$ cat config.mk
export PLATFORM = sky130hd
export DESIGN_NAME = block_and_speed_search_restart
export DESIGN_NICKNAME = d
export VERILOG_FILES = /design/src/logic/restart_pkg.sv /design/src/logic/block_and_speed_search_restart.sv
export VERILOG_INCLUDE_DIRS = /design/src /design/src/logic
export SDC_FILE = /design/constraint.sdc
export NUM_CORES = 1
export LEC_CHECK = 0
export ABC_AREA = 1
export BUFFER_PORTS_ARGS = -buffer_cell sky130_fd_sc_hd__buf_2
export CORE_MARGIN = 8
export CORE_UTILIZATION = 55
export CTS_CLUSTER_SIZE = 12
export DETAILED_ROUTE_END_ITERATION = 8
export GPL_TIMING_DRIVEN = 0
export PLACE_DENSITY = 0.81
export RECOVER_POWER = 100
export SYNTH_ARGS = -nofsm -noshare
export SYNTH_HDL_FRONTEND = slang
export SYNTH_SLANG_ARGS = --single-unit
export TNS_END_PERCENT = 30
$ cat constraint.sdc
create_clock -name mclk -period 2.4 [get_ports mclk]
set_input_delay 0.24 -clock mclk [delete_from_list [all_inputs] [get_ports mclk]]
set_output_delay 0.24 -clock mclk [all_outputs]
set_load 0.01 [all_outputs]
$ cat src/logic/restart_regs.svh
// Function
// - Base-block input asserted stops power switching so the motor coasts.
// - After base-block release, stay blocked for hold time, then restart.
// - Supply-fault restart enabled: under/overvoltage alarm while running blocks switching.
// - After supply returns normal, stay blocked for hold time, then restart.
// - Restart type: 0 start freq, 1 previous, 2 upper limit, 3 set speed.
// - Restart type 0 skips the speed search, starting from start frequency.
// - Search begins at selected frequency with output voltage zero.
// - Hold frequency, raise voltage at recovery rate until current reaches limit.
// - Lower frequency and voltage at decel rate until current drops below limit.
// - On speed match, leave search and ramp normally toward target.
`ifndef RESTART_REGS_SVH
`define RESTART_REGS_SVH

`define CTRL_OFF          12'h000
`define HOLD_OFF          12'h004
`define STARTF_OFF        12'h008
`define UPPERF_OFF        12'h00c
`define SETF_OFF          12'h010
`define ILIM_OFF          12'h014
`define DECEL_OFF         12'h018
`define VREC_OFF          12'h01c
`define IRMS_OFF          12'h020
`define STATUS_OFF        12'h024
`define FOUT_OFF          12'h028
`define VOUT_OFF          12'h02c

`define CTRL_ENA_BIT      0
`define CTRL_SEL_LSB      1
`define CTRL_RUN_BIT      3
`define HOLD_RST          32'h0000_0000
`define RATE_RST          16'h0001
`define TICK_NS           1000
`define TICK_CYCLES       (`TICK_NS / 4)

`endif

$ cat src/logic/restart_pkg.sv
package restart_pkg;
	typedef enum logic [5:0] {
		ST_IDLE   = 6'b000001,
		ST_BLOCK  = 6'b000010,
		ST_HOLD   = 6'b000100,
		ST_VRAMP  = 6'b001000,
		ST_DECEL  = 6'b010000,
		ST_NORMAL = 6'b100000
	} phase_e;

	typedef struct packed {
		phase_e      phase;
		logic        ena;
		logic [1:0]  sel;
		logic        run_req;
		logic [31:0] hold;
		logic [15:0] startf;
		logic [15:0] upperf;
		logic [15:0] setf;
		logic [15:0] ilim;
		logic [15:0] decel;
		logic [15:0] vrec;
		logic [15:0] irms;
		logic [15:0] prevf;
		logic [15:0] fout;
		logic [15:0] vout;
		logic [31:0] hold_cnt;
		logic [15:0] rate_cnt;
		logic [15:0] tick_cnt;
		logic        gate_en;
		logic        ua_s1;
		logic        ua_s2;
		logic        oa_s1;
		logic        oa_s2;
		logic        bb_s1;
		logic        bb_s2;
		logic [31:0] prdata;
	} state_s;
endpackage : restart_pkg

$ cat src/logic/block_and_speed_search_restart.sv
// Design decisions made here: the APB interface to the registers and the address map.
`timescale 1ns/1ns
`include "restart_regs.svh"
module block_and_speed_search_restart
	import restart_pkg::*;
(
	input  wire logic        mclk,
	input  wire logic        reset_n,
	input  wire logic        psel,
	input  wire logic        penable,
	input  wire logic        pwrite,
	input  wire logic [11:0] paddr,
	input  wire logic [31:0] pwdata,
	output logic      [31:0] prdata,
	output logic             pready,
	output logic             pslverr,
	input  wire logic        digital_input_function,
	input  wire logic        undervoltage_alarm,
	input  wire logic        overvoltage_alarm,
	output logic             gate_enable,
	output logic      [15:0] output_frequency,
	output logic      [15:0] output_voltage,
	output logic      [2:0]  search_phase
);
	state_s q;
	state_s d;
	logic   wr;
	logic   rd;
	logic   tick;
	logic   fault;
	logic   cause;
	logic   mapped;
	logic   [15:0] vmax;

	// Zero-wait slave, answers in the access cycle
	assign wr = psel & penable & pwrite;
	assign rd = psel & ~penable & ~pwrite;
	assign pready = 1'b1;
	assign prdata = q.prdata;
	assign gate_enable = q.gate_en;
	assign output_frequency = q.fout;
	assign output_voltage = q.vout;
	assign vmax = 16'hffff;

	// Address decode; unmapped offsets raise pslverr
	always_comb begin
		unique case (paddr)
			`CTRL_OFF, `HOLD_OFF, `STARTF_OFF, `UPPERF_OFF, `SETF_OFF, `ILIM_OFF,
			`DECEL_OFF, `VREC_OFF, `IRMS_OFF, `STATUS_OFF, `FOUT_OFF, `VOUT_OFF:
				mapped = 1'b1;
			default:
				mapped = 1'b0;
		endcase
	end
	assign pslverr = psel & penable & ~mapped;

	// Phase code for monitoring
	always_comb begin
		unique case (q.phase)
			ST_IDLE:   search_phase = 3'h0;
			ST_BLOCK:  search_phase = 3'h1;
			ST_HOLD:   search_phase = 3'h2;
			ST_VRAMP:  search_phase = 3'h3;
			ST_DECEL:  search_phase = 3'h4;
			ST_NORMAL: search_phase = 3'h5;
			// Illegal one-hot code shows as 7 so it never latches
			default:   search_phase = 3'h7;
		endcase
	end

	// Slow time base, rates and hold are counted in ticks
	assign tick = (q.tick_cnt == 16'(`TICK_CYCLES - 1));
	// Fault only counts while the drive runs and the feature is on
	assign fault = q.ena & (q.ua_s2 | q.oa_s2) & q.run_req;
	assign cause = q.bb_s2 | fault;

	always_comb begin
		d = q;
		// Pins pass two flops; stage one feeds only stage two
		d.bb_s1 = digital_input_function;
		d.bb_s2 = q.bb_s1;
		d.ua_s1 = undervoltage_alarm;
		d.ua_s2 = q.ua_s1;
		d.oa_s1 = overvoltage_alarm;
		d.oa_s2 = q.oa_s1;
		d.tick_cnt = tick ? 16'h0000 : q.tick_cnt + 16'h0001;

		// Register writes
		if (wr && mapped) begin
			unique case (paddr)
				`CTRL_OFF: begin
					d.ena = pwdata[`CTRL_ENA_BIT];
					d.sel = pwdata[`CTRL_SEL_LSB +: 2];
					d.run_req = pwdata[`CTRL_RUN_BIT];
				end
				`HOLD_OFF:   d.hold = pwdata;
				`STARTF_OFF: d.startf = pwdata[15:0];
				`UPPERF_OFF: d.upperf = pwdata[15:0];
				`SETF_OFF:   d.setf = pwdata[15:0];
				`ILIM_OFF:   d.ilim = pwdata[15:0];
				`DECEL_OFF:  d.decel = pwdata[15:0];
				`VREC_OFF:   d.vrec = pwdata[15:0];
				`IRMS_OFF:   d.irms = pwdata[15:0];
				default: begin
				end
			endcase
		end

		// Read data captured in setup, stable through access
		if (rd) begin
			unique case (paddr)
				`CTRL_OFF:   d.prdata = {28'h0, q.run_req, q.sel, q.ena};
				`HOLD_OFF:   d.prdata = q.hold;
				`STARTF_OFF: d.prdata = {16'h0, q.startf};
				`UPPERF_OFF: d.prdata = {16'h0, q.upperf};
				`SETF_OFF:   d.prdata = {16'h0, q.setf};
				`ILIM_OFF:   d.prdata = {16'h0, q.ilim};
				`DECEL_OFF:  d.prdata = {16'h0, q.decel};
				`VREC_OFF:   d.prdata = {16'h0, q.vrec};
				`IRMS_OFF:   d.prdata = {16'h0, q.irms};
				`STATUS_OFF: d.prdata = {23'h0, q.gate_en, fault, q.bb_s2, q.phase};
				`FOUT_OFF:   d.prdata = {16'h0, q.fout};
				`VOUT_OFF:   d.prdata = {16'h0, q.vout};
				default:     d.prdata = 32'h0000_0000;
			endcase
		end

		// Rate divider counts every tick in all phases; ramp steps clear it
		if (tick)
			d.rate_cnt = q.rate_cnt + 16'h0001;

		// Restart sequencer; any cause overrides all phases
		if (cause) begin
			d.phase = ST_BLOCK;
			d.gate_en = 1'b0;
			d.hold_cnt = 32'h0;
			d.vout = 16'h0000;
		end else begin
			unique case (q.phase)
				ST_IDLE: begin
					d.gate_en = 1'b0;
					if (q.run_req) begin
						d.phase = ST_NORMAL;
						d.fout = q.startf;
						d.vout = vmax;
						d.gate_en = 1'b1;
					end
				end
				ST_BLOCK: begin
					d.phase = ST_HOLD;
					d.hold_cnt = 32'h0;
				end
				ST_HOLD: begin
					if (tick)
						d.hold_cnt = q.hold_cnt + 32'h1;
					// Hold counted in ticks after cause clears
					if (q.hold_cnt >= q.hold) begin
						d.gate_en = 1'b1;
						d.rate_cnt = 16'h0000;
						if (q.sel == 2'd0) begin
							d.phase = ST_NORMAL;
							d.fout = q.startf;
							d.vout = vmax;
						end else begin
							d.phase = ST_VRAMP;
							d.vout = 16'h0000;
							unique case (q.sel)
								2'd1:    d.fout = q.prevf;
								2'd2:    d.fout = q.upperf;
								default: d.fout = q.setf;
							endcase
						end
					end
				end
				ST_VRAMP: begin
					// Frequency held, voltage climbs one step per period
					if (q.irms >= q.ilim) begin
						d.phase = ST_DECEL;
						d.rate_cnt = 16'h0000;
					end else if (tick && q.rate_cnt >= q.vrec) begin
						d.rate_cnt = 16'h0000;
						if (q.vout != vmax)
							d.vout = q.vout + 16'h0001;
					end
				end
				ST_DECEL: begin
					if (q.irms < q.ilim) begin
						d.phase = ST_NORMAL;
					end else if (tick && q.rate_cnt >= q.decel) begin
						d.rate_cnt = 16'h0000;
						if (q.fout != 16'h0000)
							d.fout = q.fout - 16'h0001;
						if (q.vout != 16'h0000)
							d.vout = q.vout - 16'h0001;
					end
				end
				ST_NORMAL: begin
					// Step toward target; voltage limited by the rest of the drive
					if (!q.run_req) begin
						d.phase = ST_IDLE;
						d.gate_en = 1'b0;
					end else if (tick) begin
						if (q.fout < q.setf)
							d.fout = q.fout + 16'h0001;
						else if (q.fout > q.setf)
							d.fout = q.fout - 16'h0001;
						if (q.vout != vmax)
							d.vout = q.vout + 16'h0001;
					end
					d.prevf = q.fout;
				end
				default: d.phase = ST_IDLE;
			endcase
		end
	end

	// State register
	always_ff @(posedge mclk or negedge reset_n) begin
		if (!reset_n) begin
			q <= '0;
			q.phase <= ST_IDLE;
			q.hold <= `HOLD_RST;
			q.decel <= `RATE_RST;
			q.vrec <= `RATE_RST;
		end else begin
			q <= d;
		end
	end
endmodule : block_and_speed_search_restart

# Yosys cells after proc, flatten, opt, wreduce, memory -nomap -nowiden
# Index checks and enable logic that the tools add are counted.
# totals
elab_cells,167
in_bits,52
register_bits,305
# classes
eq_ne,42
n_lt_le_gt_ge,7
mux,45
n_addsub,7
bitwise,13
n_reduce_logical,27
# op_table
operator,n
$pmux W32 S12,1
$mux W32,8
$mux W16,15
$pmux W16 S5,1
$add A16 B1 Y16 const B,4
$pmux W16 S4,1
$pmux W32 S2,1
$eq A12 B5 Y1 const B,4
$eq A12 B6 Y1 const B,4
$ge A16 B16 Y1,3
$mux W48,1
$pmux W16 S3,1
$mux W6,7
$ne A3 B3 Y1 const B,14
$pmux W6 S6,1
$add A32 B1 Y32 const B,1
$ge A32 B32 Y1,1
$lt A16 B16 Y1,2
$pmux W16 S2,1
$reduce_bool A16 Y1,2
$sub A16 B1 Y16 const B,2
$eq A12 B4 Y1 const B,2
$reduce_and A2 Y1,11
$reduce_and A10 Y1,2
other kinds (28),51

# Depth between registers and ports, before layout
# depth
ltp_word,7
depth_mapped,22

# Least setup slack after synthesis
# OpenSTA, ideal clock, no wires.
# synth_path
path_type,register -> register
startpoint,"register q, in the netlist output_frequency[1]"
endpoint,"register q, in the netlist output_frequency[12]"
t_arrival_ps,2198
required_ps,2317
path_slack_ps,119
path_buffers,1
path_stages_with_launch,13
period_less_slack_ps,2281
setup_time_ps,83
path_cell_list,dfrtp_1 -> ha_1 -> a21oi_1 -> o21a_1 -> nor2_1 -> o21bai_1 -> nand2_1 -> nand2_1 -> nand3_1 -> nor2_4 -> buf_4 -> nand3_1 -> o21ai_0
# synth_via
elab_chain_cells,6
word_cells_on_any_way,16
classes_between,add/sub: 2; order compare: 2; eq/ne: 2; mux: 8; reduce/logical: 2
# synth_lines
element,line_no,rtl
from (decl),block_and_speed_search_restart.sv:25,state_s q;
$sub A16 B1 Y16,"block_and_speed_search_restart.sv:192, block_and_speed_search_restart.sv:206",
$mux W16,block_and_speed_search_restart.sv:205,else if (q.fout > q.setf)
$mux W16,block_and_speed_search_restart.sv:203,if (q.fout < q.setf)
$mux W32,block_and_speed_search_restart.sv:202,end else if (tick) begin
$mux W32,block_and_speed_search_restart.sv:199,if (!q.run_req) begin
$pmux W16 S4,block_and_speed_search_restart.sv:139,unique case (q.phase)
# Parallel ways exist; a longest one is shown, timed or not. The select of a mux whose other input is x is not followed.
# A chain may end at the register's enable or synchronous reset.

# Final worst setup path
# layout_path
startpoint,register q[292] in the netlist's numbering
endpoint,"register q, in the netlist output_voltage[10]"
# layout_via
elab_chain_cells,3
# layout_lines
element,line_no,rtl
$ge A32 B32 Y1,block_and_speed_search_restart.sv:157,if (q.hold_cnt >= q.hold) begin
$ne A3 B3 Y1 (no line),n/a,
$reduce_and A10 Y1 (no line),n/a,
# Every way passes these cells.

==> metrics.yaml <==
yosys:
  ys.flop_type: "dfrtp_1"
  synth_area_um2: 19200
  syn-num-nets: 2689
  yosysWarnings: 0
  synth_edf_count: 0
  async_reset_ff_share_pct: 100
  syn_inst: 2530
  yosys_register_bits: 305
  synth.avg_cell_area_um2: 7.58
  synth.yosys.seq_area_share_pct: 39.8
  synthDistinctLibCells: 58
finish:
  regArea_um2: 7670
  multi_input_area_um2: 10600
  nets: 2969
  layout.cells.non_filler: 3292
  syn_to_final_growth_pct: 24.2
  utilization_pct: 69.1
  nFillCells: 2797
  drive_gt1_share_pct: 21.7
  fin_area_um2: 23800
routing:
  drt_wl_total_um: 67800
  vias: 19841
  viasPerCell: 6.03
  avgRoutedWirePerCell_um: 20.6
  final_antenna_net_count: 0
  dr.pass1.iters: 8
  first_iter_violations: 2265
  drc_errors: 0
timing:
  finalCritPeriodShare_pct: 107
  setup_viol: 45
  period_needed_ns: 2.57
  worst-slew-pin-transition_ns: 1.69
  setup_tns_ns: -3.36
  hold_viol: 0
  slew_viol_final: 70
  fin_ws_ns: -0.168
  rsz0062_at_grt: "true"
  maxSlewHeadroom_pct: -12.7
  max_freq_mhz: 389
  clock_skew_ns: 0.0279
grt:
  grt_overflow_total: 0
  grt_max_degree: 125
  grt_use_total_pct: 31.5
  grt_pass1_vias: 19046
  antenna_found_initial: 4
  grt_pass1_wl_um: 104000
floorplan:
  core_area_um2: 34500
  start_util_pct: 55.7
  die_w_um: 203
  die_area_um2: 41100
  die-height_um: 203
  num_io_pins: 122
  rows: 68
worst_setup_path:
  critPathMaxFanout: 5
  max_stage_delay_ns: 0.39
  path_cells: "inv_2, ha_4, nand2_4, nor2_4, nand4_1, nor2_2, nand4_1, nand3_4, nor2_4, buf_6, nor3_4, buf_6, nand2_1, nand2_1"
  cp.arrival_ns: 3.03
  worstSetupStartpointType: "register"
  worstSetupPathType: "reg -> reg"
  cp.required_ns: 2.86
  endpoint_kind: "register"
  critPathSlowestCell: "dfrtp_1"
place:
  portBuffers: 120
  placed_area_um2: 20400
  dpl.hpwl_um: 48100
  dp_cells: 3108
  gp_congestion: 1.05
  post-place-ws_ns: -0.726
power:
  switchingPower_mw: 2.76
  clkPwrFrac_pct: 48.6
  switching_share_pct: 24.1
  peakVddDrop_mv: 0.498
  total_leakage_power_nw: 11.1
  pwr-share-comb_pct: 6.1
  seq_power_share_pct: 45.3
  p_per_area_nw_per_um2: 482
  intPower_mw: 8.72
clock_network:
  h-tree-depth: 2
  cts-buffers-inserted: 36
  cts_buffer_depth: 3
  cts_tree: "built"
  clock-sinks: 305
  clock-root-buffer: "clkbuf_16"
  clkTransAtPathRegs_ns: 0.06
  worstSkewPairLatency_ns: 0.54
hold_path:
  hold_class: "in -> reg"
run_status:
  outcome: "finished with violations"
  violations: "capacitance limit, slew limit, setup timing"
job:
  cap_violations: 1
## placed cells by master (no fill, tap or decap), types with 30 or more instances in the layout
cell type	synthesis	layout
a21oi_1	99	92
a221oi_1	30	30
buf_2	16	97
buf_4	70	131
clkbuf_1	59	99
clkbuf_16	0	39
dfrtp_1	302	271
dfrtp_2	0	31
ha_1	107	87
inv_1	301	288
nand2_1	632	572
nand2_2	5	55
nand3_1	160	139
nand4_1	48	48
nor2_1	179	135
nor2_2	4	30
nor3_1	49	34
o21ai_0	221	202
o22ai_1	41	41
xor2_1	45	44
## synth_stat cells (3+ instances only)
| cell | count | share of area, % |
|---|---|---|
| a211oi_1 | 3 | 0.12 |
| a21oi_1 | 99 | 2.6 |
| a221oi_1 | 30 | 1.4 |
| a31o_2 | 3 | 0.14 |
| a31oi_1 | 5 | 0.16 |
| and3_1 | 3 | 0.098 |
| buf_2 | 16 | 0.42 |
| buf_4 | 70 | 2.7 |
| clkbuf_1 | 59 | 1.2 |
| clkinv_1 | 4 | 0.078 |
| dfrtp_1 | 302 | 39 |
| dfstp_2 | 3 | 0.41 |
| ha_1 | 107 | 7.0 |
| inv_1 | 301 | 5.9 |
| inv_2 | 8 | 0.16 |
| mux2_2 | 16 | 0.94 |
| nand2_1 | 632 | 12 |
| nand2_2 | 5 | 0.16 |
| nand3_1 | 160 | 4.2 |
| nand3b_1 | 9 | 0.35 |
| nand4_1 | 48 | 1.6 |
| nor2_1 | 179 | 3.5 |
| nor2_2 | 4 | 0.13 |
| nor3_1 | 49 | 1.3 |
| nor3_2 | 3 | 0.16 |
| nor4_1 | 11 | 0.36 |
| nor4_4 | 3 | 0.33 |
| o211ai_1 | 4 | 0.16 |
| o21a_1 | 5 | 0.20 |
| o21ai_0 | 221 | 5.8 |
| o21ai_1 | 13 | 0.34 |
| o21bai_1 | 4 | 0.16 |
| o221ai_1 | 3 | 0.14 |
| o22ai_1 | 41 | 1.3 |
| o31ai_1 | 18 | 0.70 |
| o41ai_1 | 10 | 0.46 |
| xnor2_1 | 8 | 0.37 |
| xor2_1 | 45 | 2.1 |
## flip-flops by register name (all words and copies together), names as in the netlist
name and flops:
q 237, prdata 32, output_frequency 16, output_voltage 16
d 3, gate_enable 1
## cell type report
type | count | share of cell area [%]
Clock inverter | 8 | 0.446
Antenna cell | 2 | 0.0210
Clock buffer | 55 | 4.55
Buffer | 146 | 3.82
Timing Repair Buffer | 244 | 6.93
Sequential cell | 305 | 32.2
Tap cell | 455 | 2.39
Multi-Input combinational cell | 1763 | 44.6
Inverter | 314 | 5.07
## through the flow
step	total power, mW	hold slack, ns
global route	11.8	0.0115
CTS	11.5	0.00200
detailed placement	5.89	0.249
finish	11.5	0.0174
floorplan	5.57	-0.0556
global placement	5.86	0.333
## power groups by stage
stage | combinational [mW] | sequential [mW] | clock (mW)
floorplan | 0.292 | 5.28 | 0
global placement | 0.566 | 5.29 | 0
detailed placement | 0.593 | 5.29 | 0
CTS | 0.642 | 5.20 | 5.61
global route | 0.773 | 5.20 | 5.83
finish | 0.702 | 5.20 | 5.58
## cell families (layout without fill, tap and decap cells)
group | count (synthesis) | count (layout) | synth area share (%)
compound gates | 465 | 465 | 13.9
simple gates | 1119 | 1119 | 25.2
fa+ha+maj | 107 | 107 | 6.98
flops | 305 | 305 | 39.8
buf+inv | 462 | 767 | 10.6
other cells | 1 | 3 | 0.0196
mux | 17 | 17 | 0.992
xor+xnor | 54 | 54 | 2.51
## routing by layer
metal / vias up / track usage (%) / wire length, um
met4: 2 / 15.0 / 3250
met2: 1186 / 50.1 / 31300
met3: 243 / 7.03 / 6440
met1: 9494 / 40.3 / 26800
li1: 8916 / - / -
met5: - / 0 / 13
## what timing repair did
action | in CTS | in global routing
endpoints found under the hold margin | 91 | 0
gates resized for setup | 133 | 228
buffers inserted | 51 | 44
hold buffers | 23 | 0
cloned | 3 | 1
pin swaps | 40 | 63
endpoints found under the setup margin | 94 | 207
## worst paths after layout
kind / depth (start not counted) / slack, ns / startpoint / endpoint
max: 14 / -0.17 / q[292] / output_voltage[10]
min: 3 / 0.02 / pwdata[2] / q[297]
max reg2reg: 14 / -0.17 / q[292] / output_voltage[10]
min reg2reg: 0 / 0.35 / d[34] / q[34]
max in group asynchronous: 3 / 0.24 / reset_n / q[230]
min in group asynchronous: 2 / 0.74 / reset_n / prdata[28]
## worst max-delay path, delay by kind of cell, from the launching register on
| family | cells | cell delay [ns] |
|---|---|---|
| buffers and inverters | 3 | 0.40 |
| AND/OR/NAND/NOR | 10 | 1.41 |
| adder cells (fa/ha/maj) | 1 | 0.29 |
| flip-flops | 1 | 0.39 |
No activity file was read; power rests on OpenSTA's default activity.
